--- src/srr_pkg.sv ---
// Purpose: Constants for the status register read responder
// Assumes: Byte stream from a receiver on the same clock
// Notes:   Frame layout, field positions and timing counts
package srr_pkg;
  // ==========================================================
  // Frame fields
  localparam logic [7:0]  SRR_FUNC_READ   = 8'h03;
  localparam logic [7:0]  SRR_BYTE_COUNT  = 8'h02;
  localparam logic [15:0] SRR_ADDR_STAT1  = 16'h9005;
  localparam logic [15:0] SRR_ADDR_OUTPRT = 16'h9003;
  localparam logic [15:0] SRR_REG_COUNT   = 16'h0001;
  localparam logic [7:0]  SRR_SLAVE_MIN   = 8'h01;
  localparam logic [7:0]  SRR_SLAVE_MAX   = 8'h10;
  localparam logic [3:0]  SRR_QUERY_LEN   = 4'h8;
  localparam logic [2:0]  SRR_RESP_LAST   = 3'h6;
  localparam logic [2:0]  SRR_RESP_CRCLO  = 3'h5;
  localparam logic [3:0]  SRR_PATTERN_SER = 4'h6;
  // ==========================================================
  // Response byte positions
  localparam logic [2:0]  SRR_IDX_ADDR = 3'h0;
  localparam logic [2:0]  SRR_IDX_FUNC = 3'h1;
  localparam logic [2:0]  SRR_IDX_CNT  = 3'h2;
  localparam logic [2:0]  SRR_IDX_HI   = 3'h3;
  localparam logic [2:0]  SRR_IDX_LO   = 3'h4;
  // ==========================================================
  // CRC
  localparam logic [15:0] SRR_CRC_INIT = 16'hFFFF;
  localparam logic [15:0] SRR_CRC_POLY = 16'hA001;
  // ==========================================================
  // Silent interval after a response
  localparam int          SRR_SILENT_US  = 1750;
  localparam int          SRR_CLK_MHZ    = 200;
  localparam int          SRR_SILENT_CYC = SRR_SILENT_US * SRR_CLK_MHZ;
  // ==========================================================
  // States
  typedef enum logic [3:0] {
    SRR_COLLECT = 4'b0001,
    SRR_CHECK   = 4'b0010,
    SRR_SEND    = 4'b0100,
    SRR_GAP     = 4'b1000
  } srr_state_t;
endpackage

--- src/srr_responder.sv ---
// Purpose: Answers function 03 reads of the status word over an RTU byte stream
// Assumes: Receiver gives bytes and a silent-line level on clk_in
// Notes:   Transmit side is a byte handshake to a sender
`timescale 1ns/1ps
`default_nettype none
module srr_responder #(
  parameter int SILENT_CYCLES = srr_pkg::SRR_SILENT_CYC
) (
  input  wire logic       clk_in,
  input  wire logic       rst_in,
  input  wire logic       ce_in,
  input  wire logic [7:0] rx_data_in,
  input  wire logic       rx_valid_in,
  input  wire logic       rx_silent_in,
  output logic      [7:0] tx_data_out,
  output logic            tx_valid_out,
  input  wire logic       tx_ready_in,
  output logic            busy_out,
  input  wire logic [3:0] axis_number_in,
  input  wire logic [3:0] io_pattern_in,
  input  wire logic [15:0] port_status_in,
  input  wire logic       emergency_stop_in,
  input  wire logic       safety_speed_in,
  input  wire logic       power_ready_in,
  input  wire logic       servo_on_in,
  input  wire logic       push_miss_in,
  input  wire logic       major_alarm_in,
  input  wire logic       minor_alarm_in,
  input  wire logic       absolute_error_in,
  input  wire logic       brake_release_in,
  input  wire logic       stop_active_in,
  input  wire logic       home_done_in,
  input  wire logic       position_done_in,
  input  wire logic       calibration_done_in,
  input  wire logic       calibration_status_in
);
  import srr_pkg::*;

  function automatic logic [15:0] crc_step(input logic [15:0] c, input logic [7:0] d);
    logic [15:0] r;
    r = c ^ {8'h00, d};
    for (int i = 0; i < 8; i++) begin
      r = r[0] ? ((r >> 1) ^ SRR_CRC_POLY) : (r >> 1);
    end
    return r;
  endfunction

  // ==========================================================
  // State
  srr_state_t  state;
  srr_state_t  next_state;
  logic [7:0]  query [8];
  logic [3:0]  rx_count;
  logic        rx_overrun;
  logic [15:0] rx_crc;
  logic [15:0] tx_crc;
  logic [2:0]  tx_idx;
  logic [15:0] resp_word;
  logic [31:0] gap_count;

  // ==========================================================
  // Live status words
  wire logic [15:0] status_word;
  wire logic [15:0] port_word;
  wire logic [15:0] live_word;
  assign status_word = {emergency_stop_in, safety_speed_in, power_ready_in, servo_on_in,
                        push_miss_in, major_alarm_in, minor_alarm_in, absolute_error_in,
                        brake_release_in, 1'b0, stop_active_in, home_done_in,
                        position_done_in, calibration_done_in, calibration_status_in,
                        1'b0};
  assign port_word = (io_pattern_in == SRR_PATTERN_SER) ? 16'h0000
                                                          : port_status_in;

  // ==========================================================
  // Query decode
  wire logic [7:0]  slave_addr;
  wire logic [15:0] start_addr;
  wire logic        addr_ok;
  wire logic        is_port;
  wire logic        query_ok;
  assign slave_addr = {4'h0, axis_number_in} + SRR_SLAVE_MIN;
  assign start_addr = {query[2], query[3]};
  assign is_port    = (start_addr == SRR_ADDR_OUTPRT);
  assign addr_ok    = (query[0] == slave_addr) && (slave_addr <= SRR_SLAVE_MAX);
  assign live_word  = is_port ? port_word : status_word;
  assign query_ok   = (rx_count == SRR_QUERY_LEN) && !rx_overrun && addr_ok
                      && (query[1] == SRR_FUNC_READ)
                      && ((start_addr == SRR_ADDR_STAT1) || is_port)
                      && ({query[4], query[5]} == SRR_REG_COUNT)
                      && (rx_crc == 16'h0000);

  // ==========================================================
  // Response bytes
  wire logic        tx_take;
  wire logic [15:0] next_tx_crc;
  wire logic [7:0]  next_tx_data;
  assign tx_take     = (state == SRR_SEND) && tx_ready_in;
  assign next_tx_crc = crc_step(tx_crc, tx_data_out);
  assign next_tx_data = (tx_idx == SRR_IDX_ADDR) ? SRR_FUNC_READ :
                        (tx_idx == SRR_IDX_FUNC) ? SRR_BYTE_COUNT :
                        (tx_idx == SRR_IDX_CNT)  ? resp_word[15:8] :
                        (tx_idx == SRR_IDX_HI)   ? resp_word[7:0] :
                        (tx_idx == SRR_IDX_LO)   ? next_tx_crc[7:0] :
                                                   tx_crc[15:8];
  assign tx_valid_out = (state == SRR_SEND);
  assign busy_out     = (state != SRR_COLLECT);
  wire logic gap_done;
  assign gap_done = (gap_count >= SILENT_CYCLES - 1);

  // ==========================================================
  // Next state
  always_comb begin
    next_state = state;
    case (state)
      SRR_COLLECT: begin
        if (rx_silent_in && rx_count != 4'h0) begin
          next_state = SRR_CHECK;
        end
      end
      SRR_CHECK: begin
        next_state = query_ok ? SRR_SEND : SRR_COLLECT;
      end
      SRR_SEND: begin
        if (tx_take && tx_idx == SRR_RESP_LAST) begin
          next_state = SRR_GAP;
        end
      end
      SRR_GAP: begin
        if (gap_done) begin
          next_state = SRR_COLLECT;
        end
      end
      default: next_state = SRR_COLLECT;
    endcase
  end

  // ==========================================================
  // Registers
  always_ff @(posedge clk_in or posedge rst_in) begin
    if (rst_in) begin
      state <= SRR_COLLECT;
    end else if (ce_in) begin
      state <= next_state;
    end
  end

  always_ff @(posedge clk_in or posedge rst_in) begin
    if (rst_in) begin
      rx_count   <= 4'h0;
      rx_overrun <= 1'b0;
      rx_crc     <= SRR_CRC_INIT;
    end else if (ce_in) begin
      if (state != SRR_COLLECT) begin
        rx_count   <= 4'h0;
        rx_overrun <= 1'b0;
        rx_crc     <= SRR_CRC_INIT;
      end else if (rx_valid_in && rx_count == SRR_QUERY_LEN) begin
        rx_overrun <= 1'b1;
      end else if (rx_valid_in) begin
        rx_count <= rx_count + 4'h1;
        rx_crc   <= crc_step(rx_crc, rx_data_in);
      end
    end
  end

  always_ff @(posedge clk_in) begin
    if (ce_in && state == SRR_COLLECT && rx_valid_in && rx_count < SRR_QUERY_LEN) begin
      query[rx_count[2:0]] <= rx_data_in;
    end
  end

  always_ff @(posedge clk_in or posedge rst_in) begin
    if (rst_in) begin
      tx_data_out <= 8'h00;
      tx_idx      <= 3'h0;
      tx_crc      <= SRR_CRC_INIT;
      resp_word   <= 16'h0000;
    end else if (ce_in) begin
      if (state == SRR_CHECK) begin
        resp_word   <= live_word;
        tx_data_out <= slave_addr;
        tx_idx      <= 3'h0;
        tx_crc      <= SRR_CRC_INIT;
      end else if (tx_take) begin
        tx_data_out <= next_tx_data;
        tx_idx      <= tx_idx + 3'h1;
        if (tx_idx < SRR_RESP_CRCLO) begin
          tx_crc <= next_tx_crc;
        end
      end
    end
  end

  always_ff @(posedge clk_in or posedge rst_in) begin
    if (rst_in) begin
      gap_count <= 32'h0000_0000;
    end else if (ce_in) begin
      gap_count <= (state == SRR_GAP) ? gap_count + 32'h0000_0001 : 32'h0000_0000;
    end
  end
endmodule
`default_nettype wire

--- config.mk ---
export PLATFORM = sky130hd
export DESIGN_NAME = srr_responder
export DESIGN_NICKNAME = d
export VERILOG_FILES = /design/src/srr_pkg.sv /design/src/srr_responder.sv
export SDC_FILE = /design/constraint.sdc
export NUM_CORES = 1
export LEC_CHECK = 0
export BUFFER_PORTS_ARGS = -buffer_cell sky130_fd_sc_hd__buf_2
export CORE_ASPECT_RATIO = 0.75
export CORE_MARGIN = 8
export CORE_UTILIZATION = 60
export CTS_CLUSTER_DIAMETER = 30
export DETAILED_ROUTE_END_ITERATION = 16
export PLACE_DENSITY = 0.77
export SYNTH_ARGS = -nofsm -noshare
export SYNTH_HDL_FRONTEND = slang
export SYNTH_SLANG_ARGS = --single-unit
--- constraint.sdc ---
create_clock -name clk_in -period 3.2 [get_ports clk_in]
set_input_delay 0.32 -clock clk_in [delete_from_list [all_inputs] [get_ports clk_in]]
set_output_delay 0.32 -clock clk_in [all_outputs]
set_load 0.05 [all_outputs]
======== After elaboration in Yosys (flattened, before gate mapping) ========
Memory sizes are Yosys's and may differ from the RTL's.
Cells that the tools add are included.
storage, ports and cells
  output and inout bits ................... 10
  bits of input ports ..................... 52
  memory bits (writable) .................. 64
  flip-flop bits (word level) ............. 100
  memories kept ........................... 1
  logic and storage cells ................. 132
operators by class
  multiplexer cells ....................... 46
  eq/ne operators ......................... 21
  bitwise logic cells ..................... 18
  $lt $le $gt $ge ......................... 4
  reduce and logical (&&, ||, !) cells .... 29
  add/sub/neg operators ................... 4
memory list
  memory  words  width  read ports  clocked after Yosys merged registers in  write ports  RTL line             RTL
  query   8      8      6           0                                        1            srr_responder.sv:52  logic [7:0] query [8];
operator list
  operator                                                number
  two-way mux 16 bit                                      24
  two-way mux 8 bit                                       7
  inverter 2 -> 3 bit                                     16
  adder 32 x 1 -> 32 bit (second input constant)          1
  equality test 16 bit (second input constant)            2
  >= comparator 32 x 19 -> 1 bit (second input constant)  1
  two-way mux 32 bit                                      1
  bitwise XOR 16 x 8 -> 16 bit                            2
  two-way mux 4 bit                                       6
  equality test 16 x 1 -> 1 bit (second input constant)   1
  zero test 16 bit                                        1
  case mux 4 bit (4 select lines)                         1
  logical AND 1 bit                                       14
  two-way mux 3 bit                                       3
  equality test 4 x 3 -> 1 bit (second input constant)    2
  equality test 4 bit (second input constant)             2
  equality test 8 x 2 -> 1 bit (second input constant)    1
  equality test 8 x 5 -> 1 bit                            1
  nonzero test 2 bit                                      4
  equality test 3 x 2 -> 1 bit (second input constant)    2
  equality test 3 bit (second input constant)             2
  inequality test 2 bit (second input constant)           3
  AND reduction 2 bit                                     3
  AND reduction 3 bit                                     2
  17 further kinds                                        20

======== Depth between registers and ports, before layout ========
Gate-level depths: netlist (run 1).
  word-level depth ........................ 24
  gate-level depth with buffers ........... 9
  mapped depth without buffers ............ 8

======== Worst setup path before layout (run 1) ========
No wires, ideal clock.
  kind .................................... register to register
  from .................................... register tx_data_out[0]
  to ...................................... register tx_data_out[0]
  cell stages (with the launch flop) ...... 7
  slack ................................... 990 ps
  clock period less this slack ............ 2,210 ps
  library setup time ...................... 125 ps
  data arrival time ....................... 2,086 ps
  cells stage by stage .................... dfrtp_1 xnor2_1 xnor2_1 xnor3_2 xor2_2 mux2i_1 a21oi_1
on the way
  cells in the longest elaborated chain, start to end .. 16
ends and longest elaborated chain
  element                           RTL line              RTL
  from (decl)                       srr_responder.sv:15   output logic [7:0] tx_data_out,
  from (signal assigned)            srr_responder.sv:181  tx_data_out <= slave_addr;
  from (signal assigned)            srr_responder.sv:185  tx_data_out <= next_tx_data;
  bitwise XOR 16 x 8 -> 16 bit      srr_responder.sv:41   r = c ^ {8'h00, d};
  two-way mux 16 bit (8 in series)  srr_responder.sv:43   r = r[0] ? ((r >> 1) ^ SRR_CRC_POLY) : (r >> 1);
  two-way mux 8 bit                 srr_responder.sv:103  (tx_idx == SRR_IDX_LO) ? next_tx_crc[7:0] :
  two-way mux 8 bit                 srr_responder.sv:102  (tx_idx == SRR_IDX_HI) ? resp_word[7:0] :
  two-way mux 8 bit                 srr_responder.sv:101  (tx_idx == SRR_IDX_CNT) ? resp_word[15:8] :
  two-way mux 8 bit                 srr_responder.sv:100  (tx_idx == SRR_IDX_FUNC) ? SRR_BYTE_COUNT :
  two-way mux 8 bit                 srr_responder.sv:99   assign next_tx_data = (tx_idx == SRR_IDX_ADDR) ? SRR_FUNC_READ :
  two-way mux 8 bit                 srr_responder.sv:184  end else if (tx_take) begin
  two-way mux 8 bit                 srr_responder.sv:179  if (state == SRR_CHECK) begin
Every way passes these cells. The select of a mux whose other input is x is not followed.
A chain may end at the register's enable or synchronous reset.

======== Worst setup path in the final report (run 1) ========
  from .................................... register gap_count[1]
  to ...................................... register state[3]
on the way
  cells in the longest elaborated chain, start to end .. 3
ends and longest elaborated chain
  element                          RTL line              RTL
  from (decl)                      srr_responder.sv:59   logic [31:0] gap_count;
  from (signal assigned)           srr_responder.sv:198  gap_count <= (state == SRR_GAP) ? gap_count + 32'h0000_0001 : 32'h0000_0000;
  >= comparator 32 x 19 -> 1 bit   srr_responder.sv:108  assign gap_done = (gap_count >= SILENT_CYCLES - 1);
  inequality test 2 bit (no line)  n/a
  AND reduction 4 bit (no line)    n/a
  to (signal assigned)             srr_responder.sv:143  state <= next_state;
  to (decl)                        srr_responder.sv:50   srr_state_t state;
Every way passes these cells.

==> metrics.txt, run 1 <==
largest area contributor in the netlist dfrtp_1; Tcrit/Tclk final a little over two thirds; slowest stage delay, CP 0.52 ns; die area 15,730 µm²; fmax 446.3 MHz; Hold Path Class in2reg; Crit Path Class reg2reg; Initial Utilization 61.71%; largest net degree at the start of global routing 90; total gr overflow 0; gpl congestion 0.8289; final setup vio count 0; Yosys top cell area share 23.39%; Startpoint Class flop; GRT Resource Usage Total a little over a fifth; # IOs 62; Avg Inst Size Synth 10.52 µm²; Rows 34; largest cells by area after synthesis dfrtp_1 (23%), edfxtp_1 (20%), dfstp_2 (12%), xnor2_1 (5.9%), nor2_1 (5.2%); count leader, synth nor2_1; CTS tree yes; overall power 6680 µW; post-DP HPWL 11,320 µm; final setup TNS 0 ns; initial antenna violation count 0; DRC marker count from the first detailed-route iteration around 370; prevailing post-synth register cell dfrtp_1; drt pass-1 iters 5; hold_buf cts 0; Lkg Pwr 0.003238 µW; RSZ-0062 raised after global routing false; final hold violation count 0; Die X 142.2 µm; port bufs 61; CTS Buffer Depth 2; DRC viols 0; Max FO, Critical Path 4; n_diodes 0; clock root buffer master clkbuf_16; Max VDD drop between 0.0005 and 0.0006 V; via count about 5,300; crit path cell chain ha_1 > nand4_1 > a21o_1 > a21oi_1 > o21ai_0 > a221oi_2 > mux2_2; share of cells above drive strength 1 20.39%; WP buf/inv 0; Slew HR 26.85%; Mapped Area 7167 µm²; DRT Wirelength 16,270 µm; area grow syn2layout 14.94%; CTS clk-pin slew, worst paths 0.06 ns; Clk Latency, worst-skew pair 0.42 ns; pwr dens 810.8 nW/µm²; postcts setup bufs 0; worst slew pin tran ~1.1 ns; antenna-violating nets left 0; sequential area share after synthesis between 50% and 60%; worst endpoint data arrival time 2.54 ns; CTS buffer count 17; #FFs+latches synth 148; crit path time final 2.241 ns; Synth top cells by count nor2_1 (99), nand2_1 (69), dfrtp_1 (67); Layout Nets between 800 and 900; fin. max-slew vios 0; Yosys Warn Count 0; syn_nets approximately 740; outcome complete, no violations; final core utilization between 70% and 80%; vias per cell 5.760; H-tree depth 4; Yosys cell types 55; WP data required 3.50 ns; CP max-delay cell a221oi_2; hold slack ~0.14 ns; first-pass GRT wire length ~27,000 µm; # resized after CTS 0; Max Cap Viol 0; Post-DP Area roughly 7700 µm²; fin area roughly 8200 µm²; asr flop ratio synth 67.57%; routed len/inst about 18 µm; EDFF count, synth 48; chip height around 110 µm; Top delay family on crit path compound AO/OA/AOI/OAI gates; CTS sink cnt 148; Mapped Cells 681; core area approximately 12,000 µm²; Critical Path End Type flop; clock skew 0.008082 ns; vias in the first global route 5,242
==> report_power, final <==
group          switching (µW)  internal, µW  total (µW)  leakage, µW
combinational            1120           941        2060      0.00130
clock                     825          1090        1910     0.000275
sequential                321          2380        2700      0.00167
==> flip-flops by register name, summed over array words and instances, names as in the netlist, 4 cells and up <==
| signal | flops |
|---|---|
| rx_count | 4 |
| rx_crc | 16 |
| tx_data_out | 8 |
| query | 48 |
| resp_word | 16 |
| gap_count | 32 |
| state | 4 |
| tx_crc | 16 |
==> per-stage QoR <==
step | instances | setup WS [ns]
final | 922 | 0.9592
after global routing | 922 | 0.8283
after CTS | 922 | 0.9428
after detailed placement | 890 | 0.9689
after global placement | 890 | 1.093
after floorplan | 681 | 0.3158
==> kinds of logic (layout without fill, tap and decap cells) <==
group / after synthesis / in the layout / synth area share (%)
muxes: 13 / 13 / 1.868
buffers and inverters: 42 / 121 / 2.252
AOI/OAI and AO/OA: 97 / 97 / 8.118
adders and majority gates: 9 / 9 / 1.571
xor gates and xnor gates: 80 / 80 / 10.68
DFF: 148 / 148 / 55.60
and+or+nand+nor: 292 / 292 / 19.90
==> path summary, 6_finish.rpt <==
path	from	depth (start not counted)	slack, ns	to
setup / recovery	gap_count[1]	7	0.96	state[3]
hold / removal	port_status_in[0]	3	0.14	resp_word[0]
setup reg to reg	gap_count[1]	7	0.96	state[3]
hold reg to reg	tx_crc[4]	2	0.49	tx_crc[4]
max in group asynchronous	rst_in	3	2.14	rx_crc[6]
min in group asynchronous	rst_in	2	0.16	gap_count[11]
==> placed cells by master (no fill, tap or decap), drive strengths merged, types with 2 or more instances in the layout <==
cell type and instances:
o21ai 38, nand4 9, nand2 69, nor2b 6, o22a 6, nand3 40
or3 2, a21oi 21, or2 4, clkinv 3, xnor3 3, inv 25
nor4 17, buf 72, clkinvlp 2, nor3b 5, xor2 28, and4 3
nand3b 2, xnor2 49, a21o 2, clkbuf 18, nand2b 3, mux2 3
dfstp 33, ha 9, nor2 99, nor3 12, mux2i 10, o221ai 3
a211oi 5, nor4b 7, a31oi 16, and3 8, dfrtp 67, edfxtp 48
==> worst min-delay path, stage by stage <==
cell and delay [ns]:
buf_2 0.10, nand2_1 0.04, o21ai_0 0.06
==> per-layer routing <==
metal	GRT usage, %	share of wire, %	routed length (µm)
met5	0	0	0
met2	33.10	48	7762
met3	4.432	4.4	723
met1	29.87	46	7545
met4	6.924	1.5	237
==> final cells by class <==
| type | count | area, µm² |
|---|---|---|
| flip-flops and latches | 148 | 3985 |
| fillers | 846 | 3376 |
| multi-input cells | 491 | 3029 |
| clock buffers | 18 | 429.2 |
| repair buffers | 72 | 387.9 |
| well taps | 162 | 202.7 |
| clock inverters | 14 | 137.6 |
| inverters | 17 | 66.31 |
Power figures use the tool's default switching activity.
==> run 2, diff against run 1 <==
- ABC_AREA: unset -> 1
- CORE_UTILIZATION: 60 -> 54
- PLACE_DENSITY: 0.77 -> 0.73
- clock period: 3.2 -> 1.9 ns (I/O delays scaled with it)
==> run 2 against run 1 <==
Non-clock buffer count increased by 84. Global-route usage is 0.28 points lower. First-iteration DRC count grew 58%. Combinational power grew 140%. Cell area is 22% higher. The run now ends with setup timing left. Cell count is 33% higher.
==> metrics.txt, run 2 <==
Max FO, Critical Path 3; final setup TNS -0.3361 ns; final setup vio count 6; failing checks setup timing; Worst Min Path Start home_done_in; area grow syn2layout 30.43%; total gr overflow 0; clock skew 0.01228 ns; drt pass-1 iters 5; filler cell count 1,023; gpl congestion 0.8990; RR Endpoint gap_count[19]; Yosys top cell area share 21.70%; EDFF count, synth 48; largest area contributor in the netlist dfrtp_1; antenna-violating nets left 0; DRT Wirelength 20,210 µm; crit path time final 2.013 ns; share of cells above drive strength 1 34.51%; Lkg Pwr 0.004413 µW; die area 18,430 µm²; Die X 154.1 µm; Synth top cells by count nand2_1 (195), inv_1 (105), dfrtp_1 (67); CTS clk-pin slew, worst paths around 0.070 ns; Placed Cells incl. Taps 1,168; final hold violation count 0; sequential area share after synthesis 51.58%; Yosys cell types 47; Max VDD drop slightly above 0.0008 V; vias per cell 5.554; fmax 496.9 MHz; count leader, synth nand2_1; n_diodes 0; largest cells by area after synthesis dfrtp_1 (22%), edfxtp_1 (19%), dfstp_2 (11%), nand2_1 (9.5%), inv_1 (5.1%); CTS buffer count 17; P_int 7734 µW; # IOs 62; overall power approximately 13,000 µW; DRC viols 0; outcome finished, violations left; Clock Power Share 26.8%; vias in the first global route 6,332; worst r2r src gap_count[0]; asr flop ratio synth 67.57%; CTS Buffer Depth 2; Mapped Cells 878; max reg flops 48; Startpoint Class flop; NetSw a little under 5000 µW; via count 6,809; combinational power share 38.5%; pwr dens approximately 1300 nW/µm²; most frequent cells in the layout nand2_1 (156), inv_1 (94), buf_4 (87); Layout Nets roughly 1,100; syn_nets 939; largest net degree at the start of global routing just under 60; worst slew pin tran 0.4334 ns; CTS sink cnt 148; power share of the sequential group a little over a third; Avg Inst Size Synth 8.800 µm²; clock root buffer master clkbuf_16; DRC marker count from the first detailed-route iteration 588; setup slack, reg-to-reg -0.11 ns; port bufs 61; #FFs+latches synth between 100 and 150; final cell count without fillers ~1,200; Yosys Warn Count 0; r2r worst-path depth 12; worst endpoint data arrival time 2.33 ns; RSZ-0062 raised after global routing true; routed len/inst between 15 and 20 µm; Max Cap Viol 0; WP data required roughly 2.2 ns; first-pass GRT wire length between 30,000 and 40,000 µm; initial antenna violation count 0; Critical Path End Type flop; Min-Delay Endpoint resp_word[4]; core area 14,220 µm²; most common cell after layout, fill and taps aside nand2_1; Tcrit/Tclk final 105.9%; prevailing post-synth register cell dfrtp_1; WHS Path Cells 3; H-tree depth 4; GRT Resource Usage Total 21.24%; Slew HR 71.01%; post-DP HPWL 13,900 µm; switching share of power 39.09%; Clk Latency, worst-skew pair 0.43 ns; Initial Utilization 54.35%; CTS tree yes; fin. max-slew vios 0; chip height between 100 and 150 µm; Mapped Area approximately 7700 µm²; Rows 38; Crit Path Class reg2reg; Final WS setup -0.1126 ns; hold slack 0.02979 ns; Hold Path Class in2reg
## run 2: cell types whose count changed after synthesis, sizes merged, moves of 14 or more
cell / change
a21oi: +27
a31oi: -14
inv: +96
nand2: +135
nor2: -42
nor3: +14
o21ai: +26
xnor2: -30
## run 2: final cells by class
class                           instances  area [µm²]  area share [%]
Multi-Input combinational cell        595        3734           37.05
Sequential cell                       148        3988           39.57
Clock buffer                           18       439.2           4.358
Clock inverter                         14       156.4           1.552
Timing Repair Buffer                  156        1097           10.89
Tap cell                              180       225.2           2.235
Inverter                              115       437.9           4.346
## run 2: through the flow
step                worst slack, ns  utilization [%]  instance area (µm²)
finish                      -0.1126            70.89                10080
global route                -0.2642            70.89                10080
CTS                        -0.03635            66.96                 9519
detailed placement          -0.1713            61.83                 8790
global placement           -0.03863            61.83                 8790
floorplan                   -0.3290                -                 7771
## run 2: worst max path at each step
stage | from | slack, ns | depth (start not counted) | end
floorplan | state[3] | -0.33 | 7 | query[2][0]
global placement | axis_number_in[0] | -0.04 | 11 | state[0]
detailed placement | gap_count[0] | -0.17 | 13 | state[2]
CTS | gap_count[1] | -0.04 | 12 | gap_count[15]
global route | gap_count[0] | -0.26 | 12 | gap_count[19]
finish | gap_count[0] | -0.11 | 12 | gap_count[19]
## run 2: power groups by stage
stage               Combinational (µW)  Sequential, µW  Clock, µW
floorplan                         2300            4530          0
global placement                  3550            4360          0
detailed placement                3630            4370          0
CTS                               3770            4330       3440
global route                      5310            4460       3570
finish                            4880            4410       3410
## run 2: timing repair
item	CTS	global route
gates resized for setup	21	113
setup buffers	8	17
hold endpoints to repair	69	0
hold buffers	1	0
setup endpoints to repair	24	111
pin swaps	2	44
## run 2: logic make-up after synthesis
kind of cell	synth area share (%)
xor gates and xnor gates	4.081
AOI/OAI and AO/OA	11.17
adders and majority gates	1.458
DFF	51.58
and+or+nand+nor	24.86
buffers and inverters	6.850
## run 2: critical path: stages (launching register included)
cell and delay [ns]:
dfrtp_1 0.38, buf_4 0.13, nand3_1 0.08, inv_2 0.10
nand3_4 0.10, inv_2 0.06, nand2_1 0.11, nor4_4 0.20
nand2_1 0.12, nor3b_2 0.29, nand3_1 0.13, o21ai_0 0.17
a21oi_1 0.06
## run 2: routing by layer
layer / track usage [%] / share of wire, % / vias up
met2: 31.50 / 46 / 245
li1: - / - / 3294
met4: 7.082 / 1.3 / 0
met1: 30.71 / 46 / 3247
met5: 0 / 0 / -
met3: 4.167 / 6.8 / 23
